--- config.mk ---
export PLATFORM = sky130hd
export DESIGN_NAME = sccs_framer
export DESIGN_NICKNAME = d
export VERILOG_FILES = /design/src/verilog/sccs_pkg.sv /design/src/verilog/sccs_fault_word.sv /design/src/verilog/sccs_framer.sv
export SDC_FILE = /design/constraint.sdc
export NUM_CORES = 1
export LEC_CHECK = 0
export ABC_AREA = 1
export CORE_MARGIN = 2
export CORE_UTILIZATION = 47
export DETAILED_ROUTE_END_ITERATION = 16
export DONT_BUFFER_PORTS = 1
export HOLD_SLACK_MARGIN = 0.1
export MAX_ROUTING_LAYER = met4
export PLACE_DENSITY = 0.69
export SLEW_MARGIN = 10
export SYNTH_ARGS = -nofsm -noshare
export SYNTH_HDL_FRONTEND = slang
export SYNTH_SLANG_ARGS = --single-unit
--- constraint.sdc ---
create_clock -name clock -period 4.1 [get_ports clock]
set_clock_uncertainty 0.2 [all_clocks]
set_input_delay 0.82 -clock clock [delete_from_list [all_inputs] [get_ports clock]]
set_output_delay 0.82 -clock clock [all_outputs]
set_load 0.01 [all_outputs]
--- src/verilog/sccs_pkg.sv ---
// constants and types for the sync code framer and dark-level fault flags
package sccs_pkg;

  // bus and word widths, channel and group counts
  localparam int unsigned ADDR_W = 8;
  localparam int unsigned DATA_W = 16;
  localparam int unsigned CODE_W = 10;
  localparam int unsigned LOW_W  = 7;
  localparam int unsigned CHAN_N = 64;
  localparam int unsigned GRP_W  = 16;
  localparam int unsigned GRP_N  = 4;
  localparam int unsigned STAT_W = 3;

  typedef logic [ADDR_W-1:0] sccs_addr_t;
  typedef logic [DATA_W-1:0] sccs_word_t;
  typedef logic [CODE_W-1:0] sccs_code_t;
  typedef logic [LOW_W-1:0]  sccs_low_t;
  typedef logic [STAT_W-1:0] sccs_stat_t;

  // register addresses
  localparam sccs_addr_t A_TRAIN_WORD = 8'h82;
  localparam sccs_addr_t A_FRAME_LOW  = 8'h83;
  localparam sccs_addr_t A_DARK_CODE  = 8'h84;
  localparam sccs_addr_t A_VALID_CODE = 8'h85;
  localparam sccs_addr_t A_CRC_CODE   = 8'h86;
  localparam sccs_addr_t A_TRAIN_CODE = 8'h87;
  localparam sccs_addr_t A_FAULT0     = 8'h88;
  localparam sccs_addr_t A_FAULT1     = 8'h89;
  localparam sccs_addr_t A_FAULT2     = 8'h8a;
  localparam sccs_addr_t A_FAULT3     = 8'h8b;
  localparam sccs_addr_t A_SPARE0     = 8'h8c;
  localparam sccs_addr_t A_SPARE1     = 8'h8d;
  localparam sccs_addr_t A_IRQ_STAT   = 8'h8e;
  localparam sccs_addr_t A_IRQ_MASK   = 8'h8f;
  localparam sccs_addr_t A_LINK_STATE = 8'h90;

  // reset values
  localparam sccs_low_t  RST_FRAME_LOW  = 7'h2a;
  localparam sccs_code_t RST_DARK_CODE  = 10'h015;
  localparam sccs_code_t RST_VALID_CODE = 10'h035;
  localparam sccs_code_t RST_CRC_CODE   = 10'h059;
  localparam sccs_code_t RST_TRAIN_WORD = 10'h3a6;
  localparam sccs_code_t RST_TRAIN_CODE = RST_TRAIN_WORD;
  localparam sccs_word_t RST_SPARE0     = 16'h0000;
  localparam sccs_word_t RST_SPARE1     = 16'hffff;
  localparam sccs_stat_t RST_STAT       = 3'h0;

  // marker bit positions
  localparam int unsigned MK_FRAME_BIT = 9;
  localparam int unsigned MK_START_BIT = 8;
  localparam int unsigned MK_END_BIT   = 7;

  // interrupt status bit positions
  localparam int unsigned ST_FAULT  = 0;
  localparam int unsigned ST_FSTART = 1;
  localparam int unsigned ST_FEND   = 2;

  // word kinds offered on the request port
  typedef enum logic [2:0] {
    K_IDLE  = 3'h0,
    K_FS    = 3'h1,
    K_FE    = 3'h2,
    K_LS    = 3'h3,
    K_LE    = 3'h4,
    K_DARK  = 3'h5,
    K_VALID = 3'h6,
    K_CRC   = 3'h7
  } sccs_kind_t;

  // position in the stream
  typedef enum logic [1:0] {
    FS_IDLE  = 2'h0,
    FS_FRAME = 2'h1,
    FS_LINE  = 2'h3
  } sccs_fstate_t;

endpackage : sccs_pkg

--- src/verilog/sccs_fault_word.sv ---
// one group of per-channel dark-level calibration fault flags
`timescale 1ns/100ps
module sccs_fault_word #(
  parameter int unsigned W = 16
) (
  // clock and reset
  input  wire logic         clock,
  input  wire logic         sys_rst,
  // calibration result
  input  wire logic         update,
  input  wire logic [W-1:0] short_in,
  // flags
  output logic      [W-1:0] flags
);

  logic [W-1:0] flags_r;

  // each calibration run replaces the previous verdict
  always_ff @(posedge clock) begin
    if (sys_rst) begin
      flags_r <= '0;
    end else if (update) begin
      flags_r <= short_in;
    end
  end

  assign flags = flags_r;

endmodule : sccs_fault_word

--- src/verilog/sccs_framer.sv ---
// sync code framer with dark-level calibration fault register bank
// Function
// - frame marker: seven writable low bits, 0x2a
// - top bits: frame/line, start, end
// - dark pixel marker code, writable, 0x015
// - valid pixel marker code, writable, 0x035
// - checksum marker code, writable, 0x059
// - flag channel when dark samples too few
// - 64 read-only fault bits, four ascending words
// - idle data channel carries training word
`timescale 1ns/100ps
module sccs_framer (
  // clock and reset
  input  wire logic                 clock,
  input  wire logic                 sys_rst,
  // register port
  input  wire sccs_pkg::sccs_addr_t reg_addr,
  input  wire sccs_pkg::sccs_word_t reg_wdata,
  input  wire logic                 reg_wr,
  input  wire logic                 reg_rd,
  output sccs_pkg::sccs_word_t      reg_rdata,
  // word request
  input  wire sccs_pkg::sccs_kind_t word_kind,
  input  wire sccs_pkg::sccs_code_t word_data,
  output logic                      word_take,
  // calibration result
  input  wire logic                 cal_update,
  input  wire logic [63:0]          cal_short,
  // link
  input  wire logic                 link_clk,
  output sccs_pkg::sccs_code_t      sync_word,
  output sccs_pkg::sccs_code_t      data_word,
  // interrupt
  output logic                      irq
);

  // link clock sampling
  logic link_s1_r;
  logic link_s2_r;
  logic link_s3_r;
  logic link_rise;

  always_ff @(posedge clock) begin
    if (sys_rst) begin
      link_s1_r <= 1'b0;
      link_s2_r <= 1'b0;
      link_s3_r <= 1'b0;
    end else begin
      link_s1_r <= link_clk;
      link_s2_r <= link_s1_r;
      link_s3_r <= link_s2_r;
    end
  end

  // one word per link edge; the requester must hold its word until taken
  assign link_rise = link_s2_r & ~link_s3_r;
  assign word_take = link_rise;

  // configuration registers
  sccs_pkg::sccs_low_t  frame_low_r;
  sccs_pkg::sccs_code_t dark_code_r;
  sccs_pkg::sccs_code_t valid_code_r;
  sccs_pkg::sccs_code_t crc_code_r;
  sccs_pkg::sccs_code_t train_code_r;
  sccs_pkg::sccs_code_t train_word_r;
  sccs_pkg::sccs_stat_t stat_r;
  sccs_pkg::sccs_stat_t stat_nxt;
  sccs_pkg::sccs_stat_t mask_r;
  sccs_pkg::sccs_word_t rdata_r;
  logic                 irq_r;

  // write decode
  logic wr_frame;
  logic wr_dark;
  logic wr_valid;
  logic wr_crc;
  logic wr_tcode;
  logic wr_tword;
  logic wr_stat;
  logic wr_mask;

  assign wr_frame = reg_wr && reg_addr == sccs_pkg::A_FRAME_LOW;
  assign wr_dark  = reg_wr && reg_addr == sccs_pkg::A_DARK_CODE;
  assign wr_valid = reg_wr && reg_addr == sccs_pkg::A_VALID_CODE;
  assign wr_crc   = reg_wr && reg_addr == sccs_pkg::A_CRC_CODE;
  assign wr_tcode = reg_wr && reg_addr == sccs_pkg::A_TRAIN_CODE;
  assign wr_tword = reg_wr && reg_addr == sccs_pkg::A_TRAIN_WORD;
  assign wr_stat  = reg_wr && reg_addr == sccs_pkg::A_IRQ_STAT;
  assign wr_mask  = reg_wr && reg_addr == sccs_pkg::A_IRQ_MASK;

  always_ff @(posedge clock) begin
    if (sys_rst) begin
      frame_low_r <= sccs_pkg::RST_FRAME_LOW;
    end else if (wr_frame) begin
      frame_low_r <= reg_wdata[sccs_pkg::LOW_W-1:0];
    end
  end

  always_ff @(posedge clock) begin
    if (sys_rst) begin
      dark_code_r  <= sccs_pkg::RST_DARK_CODE;
      valid_code_r <= sccs_pkg::RST_VALID_CODE;
      crc_code_r   <= sccs_pkg::RST_CRC_CODE;
    end else begin
      if (wr_dark) begin
        dark_code_r <= reg_wdata[sccs_pkg::CODE_W-1:0];
      end
      if (wr_valid) begin
        valid_code_r <= reg_wdata[sccs_pkg::CODE_W-1:0];
      end
      if (wr_crc) begin
        crc_code_r <= reg_wdata[sccs_pkg::CODE_W-1:0];
      end
    end
  end

  always_ff @(posedge clock) begin
    if (sys_rst) begin
      train_code_r <= sccs_pkg::RST_TRAIN_CODE;
      train_word_r <= sccs_pkg::RST_TRAIN_WORD;
    end else begin
      if (wr_tcode) begin
        train_code_r <= reg_wdata[sccs_pkg::CODE_W-1:0];
      end
      if (wr_tword) begin
        train_word_r <= reg_wdata[sccs_pkg::CODE_W-1:0];
      end
    end
  end

  // marker decode of the offered word
  logic is_frame;
  logic is_start;
  logic is_end;
  logic is_mark;
  sccs_pkg::sccs_code_t marker;

  assign is_frame = word_kind == sccs_pkg::K_FS ||
                    word_kind == sccs_pkg::K_FE;
  assign is_start = word_kind == sccs_pkg::K_FS ||
                    word_kind == sccs_pkg::K_LS;
  assign is_end   = word_kind == sccs_pkg::K_FE ||
                    word_kind == sccs_pkg::K_LE;
  assign is_mark  = is_frame | is_start | is_end;

  // frame/line, start, end above low bits
  always_comb begin
    marker = {3'h0, frame_low_r};
    marker[sccs_pkg::MK_FRAME_BIT] = is_frame;
    marker[sccs_pkg::MK_START_BIT] = is_start;
    marker[sccs_pkg::MK_END_BIT]   = is_end;
  end

  // code selection for the sync channel
  sccs_pkg::sccs_code_t sync_nxt;
  sccs_pkg::sccs_code_t data_nxt;
  sccs_pkg::sccs_code_t sync_r;
  sccs_pkg::sccs_code_t data_r;

  always_comb begin
    unique case (word_kind)
      sccs_pkg::K_IDLE:  sync_nxt = train_code_r;
      sccs_pkg::K_DARK:  sync_nxt = dark_code_r;
      sccs_pkg::K_VALID: sync_nxt = valid_code_r;
      sccs_pkg::K_CRC:   sync_nxt = crc_code_r;
      default:           sync_nxt = marker;
    endcase
  end

  assign data_nxt = (word_kind == sccs_pkg::K_IDLE) ? train_word_r
                                                     : word_data;

  // idle words until the first link edge after reset
  always_ff @(posedge clock) begin
    if (sys_rst) begin
      sync_r <= sccs_pkg::RST_TRAIN_CODE;
      data_r <= sccs_pkg::RST_TRAIN_WORD;
    end else if (link_rise) begin
      sync_r <= sync_nxt;
      data_r <= data_nxt;
    end
  end

  assign sync_word = sync_r;
  assign data_word = data_r;

  // stream position tracker
  sccs_pkg::sccs_fstate_t fstate_r;
  sccs_pkg::sccs_fstate_t fstate_nxt;

  always_comb begin
    fstate_nxt = fstate_r;
    if (link_rise) begin
      unique case (word_kind)
        sccs_pkg::K_FS: fstate_nxt = sccs_pkg::FS_FRAME;
        sccs_pkg::K_LS: fstate_nxt = sccs_pkg::FS_LINE;
        sccs_pkg::K_LE: fstate_nxt = sccs_pkg::FS_FRAME;
        sccs_pkg::K_FE: fstate_nxt = sccs_pkg::FS_IDLE;
        default:        fstate_nxt = fstate_r;
      endcase
    end
  end

  always_ff @(posedge clock) begin
    if (sys_rst) begin
      fstate_r <= sccs_pkg::FS_IDLE;
    end else begin
      fstate_r <= fstate_nxt;
    end
  end

  // fault flags, one instance per group of channels
  logic [63:0] fault_flags;

  // channel n lands in bit n
  for (genvar g = 0; g < sccs_pkg::GRP_N; g++) begin : g_fault
    sccs_fault_word #(
      .W (sccs_pkg::GRP_W)
    ) u_fault (
      .clock    (clock),
      .sys_rst  (sys_rst),
      .update   (cal_update),
      .short_in (cal_short[g*sccs_pkg::GRP_W +: sccs_pkg::GRP_W]),
      .flags    (fault_flags[g*sccs_pkg::GRP_W +: sccs_pkg::GRP_W])
    );
  end

  // interrupt events
  sccs_pkg::sccs_stat_t ev;
  sccs_pkg::sccs_stat_t clr;

  always_comb begin
    ev = '0;
    ev[sccs_pkg::ST_FAULT]  = cal_update & (|cal_short);
    ev[sccs_pkg::ST_FSTART] = link_rise && word_kind == sccs_pkg::K_FS;
    ev[sccs_pkg::ST_FEND]   = link_rise && word_kind == sccs_pkg::K_FE;
  end

  // a new event beats a clear in the same cycle
  assign clr      = wr_stat ? reg_wdata[sccs_pkg::STAT_W-1:0] : '0;
  assign stat_nxt = (stat_r & ~clr) | ev;

  always_ff @(posedge clock) begin
    if (sys_rst) begin
      stat_r <= sccs_pkg::RST_STAT;
      mask_r <= sccs_pkg::RST_STAT;
      irq_r  <= 1'b0;
    end else begin
      stat_r <= stat_nxt;
      if (wr_mask) begin
        mask_r <= reg_wdata[sccs_pkg::STAT_W-1:0];
      end
      irq_r <= |(stat_r & mask_r);
    end
  end

  assign irq = irq_r;

  // read selection; unmapped addresses read zero
  sccs_pkg::sccs_word_t rd_mux;

  // fault words read back, writes ignored
  assign rd_mux =
  (reg_addr == sccs_pkg::A_TRAIN_WORD) ? sccs_pkg::sccs_word_t'(train_word_r) :
  (reg_addr == sccs_pkg::A_FRAME_LOW)  ? sccs_pkg::sccs_word_t'(frame_low_r) :
  (reg_addr == sccs_pkg::A_DARK_CODE)  ? sccs_pkg::sccs_word_t'(dark_code_r) :
  (reg_addr == sccs_pkg::A_VALID_CODE) ? sccs_pkg::sccs_word_t'(valid_code_r) :
  (reg_addr == sccs_pkg::A_CRC_CODE)   ? sccs_pkg::sccs_word_t'(crc_code_r) :
  (reg_addr == sccs_pkg::A_TRAIN_CODE) ? sccs_pkg::sccs_word_t'(train_code_r) :
  (reg_addr == sccs_pkg::A_FAULT0)     ? fault_flags[15:0] :
  (reg_addr == sccs_pkg::A_FAULT1)     ? fault_flags[31:16] :
  (reg_addr == sccs_pkg::A_FAULT2)     ? fault_flags[47:32] :
  (reg_addr == sccs_pkg::A_FAULT3)     ? fault_flags[63:48] :
  (reg_addr == sccs_pkg::A_SPARE0)     ? sccs_pkg::RST_SPARE0 :
  (reg_addr == sccs_pkg::A_SPARE1)     ? sccs_pkg::RST_SPARE1 :
  (reg_addr == sccs_pkg::A_IRQ_STAT)   ? sccs_pkg::sccs_word_t'(stat_r) :
  (reg_addr == sccs_pkg::A_IRQ_MASK)   ? sccs_pkg::sccs_word_t'(mask_r) :
  (reg_addr == sccs_pkg::A_LINK_STATE) ? sccs_pkg::sccs_word_t'(fstate_r) :
  '0;

  // read data only in the cycle after the strobe
  always_ff @(posedge clock) begin
    if (sys_rst) begin
      rdata_r <= '0;
    end else begin
      rdata_r <= reg_rd ? rd_mux : '0;
    end
  end

  assign reg_rdata = rdata_r;
endmodule : sccs_framer

* Yosys cells after proc, flatten, opt, wreduce, memory -nomap -nowiden
Index checks and enable logic that the tools add are counted.
Word-level totals: bits in registers 169, latch bits 0, RAM bits 0, bits in read-only memories 0, input bits 107, output and inout port bits 38, logic and storage cells 91, memories 0
Operators by class: add/subtract/negate cells 0, $mul 0, divide/modulo/power cells 0, order comparisons 0, equality and inequality tests 22, shift-type cells 0, mux-type cells 19, bitwise operators 8, reductions and logical operators 21
Operator list (number):
- $eq 8x8->1 const B | 15
- $mux 16 | 6
- $mux 10 | 7
- $reduce_or 64->1 | 1
- $pmux 10 s4 | 1
- $eq 3x3->1 const B | 4
- $logic_and 1x1->1 | 10
- $mux 3 | 3
- $reduce_or 8->1 | 1
- $and 3x3->3 | 2
- $eq 3x2->1 const B | 2
- $pmux 2 s3 | 1
- $reduce_or 2->1 | 2
- $eq 3x1->1 const B | 1
- $logic_not 3->1 | 1
- $logic_or 1x1->1 | 3
- $not 3->3 | 1
- $or 3x3->3 | 1
- $reduce_bool 3->1 | 1
- $reduce_or 3->1 | 1
- $and 1x1->1 | 2
- $mux 2 | 1
- $not 1->1 | 2
- $reduce_and 2->1 | 1

* Logic depth before layout (Yosys ltp)
word-level depth 16, depth in mapped cells 14, mapped depth without buffers 14

* Modules after synthesis
Synthesis repeated with hierarchy kept, for this count alone.
Unflattened totals: cell total of the unflattened synthesis 1185, area total of the unflattened synthesis 8012.7 µm²
Modules (own cells, without submodules):
- sccs_framer | times used 1, cells each 781, area each 5330.1 µm²
- sccs_fault_word | times used 4, cells each 101, area each 670.6 µm²

* Worst setup path before layout
No wires, ideal clock.
path kind input-to-reg, from in reg_addr[6], to reg rdata_r[6] (netlist: reg_rdata[6]), setup time 0.119 ns, data arrival time 2.040 ns, required time 3.781 ns, setup slack 1.741 ns, stages on the path 12, cell sequence inv_1 > nand2_2 > nor2_4 > inv_4 > nor2_8 > inv_2 > nor2_4 > inv_1 > o21ai_0 > a21oi_1 > nand2_1 > a21oi_2
Between the ends: longest elaborated chain between the ends 13, elaborated cells between the ends (all ways) 24, those cells by class eq/ne: 12; mux: 12
Ends and longest elaborated chain:
- start, declared | RTL line sccs_framer.sv:17 | input wire sccs_pkg::sccs_addr_t reg_addr,
- $eq 8x8->1 | RTL line sccs_framer.sv:275 | (reg_addr == sccs_pkg::A_SPARE1) ? sccs_pkg::RST_SPARE1 :
- $mux 16 | RTL line sccs_framer.sv:275
- $mux 16 | RTL line sccs_framer.sv:274 | (reg_addr == sccs_pkg::A_SPARE0) ? sccs_pkg::RST_SPARE0 :
- $mux 16 | RTL line sccs_framer.sv:273 | (reg_addr == sccs_pkg::A_FAULT3) ? fault_flags[63:48] :
- $mux 16 | RTL line sccs_framer.sv:272 | (reg_addr == sccs_pkg::A_FAULT2) ? fault_flags[47:32] :
- $mux 16 | RTL line sccs_framer.sv:271 | (reg_addr == sccs_pkg::A_FAULT1) ? fault_flags[31:16] :
- $mux 16 | RTL line sccs_framer.sv:270 | (reg_addr == sccs_pkg::A_FAULT0) ? fault_flags[15:0] :
- $mux 10 | RTL line sccs_framer.sv:269 | (reg_addr == sccs_pkg::A_TRAIN_CODE) ? sccs_pkg::sccs_word_t'(train_code_r) :
- $mux 10 | RTL line sccs_framer.sv:268 | (reg_addr == sccs_pkg::A_CRC_CODE) ? sccs_pkg::sccs_word_t'(crc_code_r) :
- $mux 10 | RTL line sccs_framer.sv:267 | (reg_addr == sccs_pkg::A_VALID_CODE) ? sccs_pkg::sccs_word_t'(valid_code_r) :
- $mux 10 | RTL line sccs_framer.sv:266 | (reg_addr == sccs_pkg::A_DARK_CODE) ? sccs_pkg::sccs_word_t'(dark_code_r) :
- $mux 10 | RTL line sccs_framer.sv:265 | (reg_addr == sccs_pkg::A_FRAME_LOW) ? sccs_pkg::sccs_word_t'(frame_low_r) :
- $mux 10 (*) | RTL line sccs_framer.sv:264 | (reg_addr == sccs_pkg::A_TRAIN_WORD) ? sccs_pkg::sccs_word_t'(train_word_r) :
- end signal, assigned | RTL line sccs_framer.sv:286 | rdata_r <= reg_rd ? rd_mux : '0;
- end, declared | RTL line sccs_framer.sv:69 | sccs_pkg::sccs_word_t rdata_r;
Every way passes the cells marked *; elsewhere a longest branch is shown, timed or not. A chain may end at the register's enable or synchronous reset.

* Worst setup path after layout
from in reg_addr[5], to reg rdata_r[9] (netlist: reg_rdata[9])
The elaborated chain is that of the path after synthesis.

==> qor.yml <==
outcome:
  status: "finished, final reports clean"
critical_path:
  crit_required_ns: 4.27
  cpMostUsedCell: "nand2_1"
  path_cells: "inv_1, nand2_1, nor2_4, nand3_2, inv_1, nand2_1, nand2_1, o22ai_1, nand3_1, nand3_1, nand2_1"
  cp.depth: 11
  worst_setup_path_end_kind: "flop"
  cp_max_fo: 18
  path_delay_family: "simple AND/OR/NAND/NOR gates"
  arrival_ns: 2.82
  r2r_slack_ns: 2.01
  reg2reg_depth: 6
  cp_num_buf_inv: 2
  max_stage_delay_ns: 0.43
  path_class: "input port to flop"
  r2r-end: "sync_word[0]"
  cp-start-kind: "input port"
  cp_slowest_cell: "nor2_4"
  r2r_start: "link_s2_r"
cells_and_area:
  final_cell_mix: "dfxtp_1, nand2_1, o21ai_0, inv_1, nor2_1"
  fin_nets: 1118
  drive_above_1_share: 0.0752
  area_delta_synth_final_pct: 8.89
  stdcell_count: 1241
  final_common_cell: "dfxtp_1"
power:
  power.total_mw: 3.48
  p_comb_frac: 0.057
  p_sw_frac: 0.236
  p_sw_uw: 821
  seqPwrFrac: 0.498
  peakVddDrop_v: 0.000309
  leakage_nw: 3.52
  clkPwrFrac: 0.445
  internal_power_mw: 2.66
  pwr_density_cell_nw_per_um2: 423
min_path:
  min_to: "link_s2_r"
  worstHoldStart: "link_s1_r"
  worstHoldPathType: "flop to flop"
  holdPathStages: 2
clocking:
  clk_pin_slew_ns: 0.06
  htreeDepth: 4
  insertion_delay_ns: 0.43
  cts_root_buffer: "clkbuf_16"
  numCtsBuffers: 17
  ctsResizeCount: 0
  cts_tree: "done"
  cts_setup_buffers: 0
  clockBufferDepth: 2
  hold_buffers: 0
  clock_sinks: 169
die:
  num_io_pins: 145
  row_count: 46
  die_h_um: 131
  die_w_um: 131
  die_area_um2: 17100
  core_area_um2: 15800
  start_util: 0.478
yosys:
  syn_nets: 1139
  synthFlopType: "dfxtp_1"
  synth_edf_count: 0
  synth_seq_area_share: 0.447
  async_reset_ff_frac: 0
  synth_area_um2: 7560
  synth_cells: 1032
  avgSynthCellArea_um2: 7.33
  synth_cell_types: 43
  synth_seq_cells: 169
  yosys_warnings: 0
place:
  dp_cells: 1208
  io_buffers: 0
  gp_congestion: 0.968
  pre_cts_ws_ns: 1.07
  hpwlAfterDp_um: 16600
global_route:
  grt_antenna_before_repair: 1
  grtUsageTotal: 0.279
  grt_pass1_wl_um: 34800
  grt_max_degree: 123
  grt_pass1_vias: 6178
  overflow: 0
timing:
  hold_viol: 0
  fin_setup_tns_ns: 0
  setup_violations: 0
  max_slew.worst_pin.slew_ns: 1.14
  setup_ws_ns: 1.45
  min_period_ns: 2.65
  fin_crit_sh: 0.647
  slew_viol_final: 0
  rsz0062_at_grt: "false"
  max_freq_mhz: 377
  slew_headroom: 0.240
routing:
  drcViolationCount: 0
  ant_nets: 0
  viasPerCell: 5.60
  vias: 6951
  drt_wl_total_um: 22900
  drtPass1Iterations: 5
  wl_per_cell_um: 18.4
  drt_iter0_markers: 896
run:
  maxCapViolCount: 0
-- metal layers --
layer  up-vias  global-route usage  wire length (um)
li1       3435                   -                 -
met1      3206               0.394             10700
met3        28              0.0765              2090
met5         -                   -                 0
met4         0              0.0820               414
met2       282               0.387              9610
-- flip-flops by register name (all words and copies together), names as in the netlist, 3 cells and up --
register               cells
g_fault.u_fault.flags     64
reg_rdata                 16
crc_code_r                10
dark_code_r               10
data_word                 10
sync_word                 10
train_code_r              10
train_word_r              10
valid_code_r              10
frame_low_r                7
mask_r                     3
stat_r                     3
-- worst max path at each step --
stage / start / to / slack, ns
global route: reg_addr[5] / reg_rdata[9] / 1.24
finish: reg_addr[5] / reg_rdata[9] / 1.45
detailed placement: reg_addr[5] / train_code_r[4] / 1.07
global placement: reg_addr[6] / train_code_r[4] / 1.07
CTS: reg_addr[5] / train_code_r[6] / 1.51
floorplan: reg_addr[6] / reg_rdata[6] / 1.74
-- area by class of cell --
| class | instances | area, um2 |
|---|---|---|
| Antenna cell | 1 | 2.50 |
| Tap cell | 216 | 270 |
| Timing Repair Buffer | 7 | 52.6 |
| Fill cell | 1574 | 7590 |
| Clock buffer | 26 | 499 |
| Multi-Input combinational cell | 686 | 3470 |
| Sequential cell | 169 | 3380 |
| Inverter | 130 | 493 |
| Clock inverter | 6 | 63.8 |
-- through the flow --
step                hold WS [ns]  area [um2]   util
floorplan                  0.188        7560      -
global placement           0.193        7670  0.484
detailed placement         0.202        7670  0.484
CTS                        0.212        8230  0.520
global route               0.237        8230  0.520
finish                     0.207        8230  0.520
-- synth_stat cells (3+ instances only) --
master,count,share of area
a21oi_1,111,0.073
a221oi_1,7,0.0081
buf_1,3,0.0015
buf_2,4,0.0026
buf_6,4,0.0060
clkbuf_1,34,0.017
dfxtp_1,169,0.45
inv_1,118,0.059
inv_2,10,0.0050
nand2_1,149,0.074
nand2_2,6,0.0050
nand2_4,4,0.0060
nand3_1,37,0.024
nand3_2,4,0.0053
nand4_1,14,0.012
nor2_1,114,0.057
nor2_4,9,0.013
nor3_1,7,0.0046
nor4_1,16,0.013
o2111ai_1,4,0.0046
o211ai_1,27,0.027
o21ai_0,141,0.093
o21ai_1,5,0.0033
o221ai_1,5,0.0058
o22ai_1,8,0.0066
-- worst register-to-register path, delay by kind of cell, from the launching register on --
kind                   cells  cell delay (ns)
AOI/OAI and AO/OA          1             0.54
buffers and inverters      3             0.80
DFF                        1             0.30
and+or+nand+nor            2             0.13
-- power by group through the flow --
stage	Sequential, mW	Clock [mW]	Combinational [mW]
6_report	1.74	1.55	0.197
2_1_floorplan	1.76	0	0.159
5_1_grt	1.74	1.62	0.223
3_3_place_gp	1.77	0	0.192
4_1_cts	1.73	1.56	0.195
3_5_place_dp	1.77	0	0.193
-- cell families (layout without fill, tap and decap cells) --
family | Yosys count | count (layout) | synth area share
and+or+nand+nor | 366 | 366 | 0.223
AOI/OAI and AO/OA | 320 | 320 | 0.235
buffers and inverters | 177 | 169 | 0.0942
DFF | 169 | 169 | 0.447
other | 0 | 1 | 0
(Power assumes the default switching activity.)
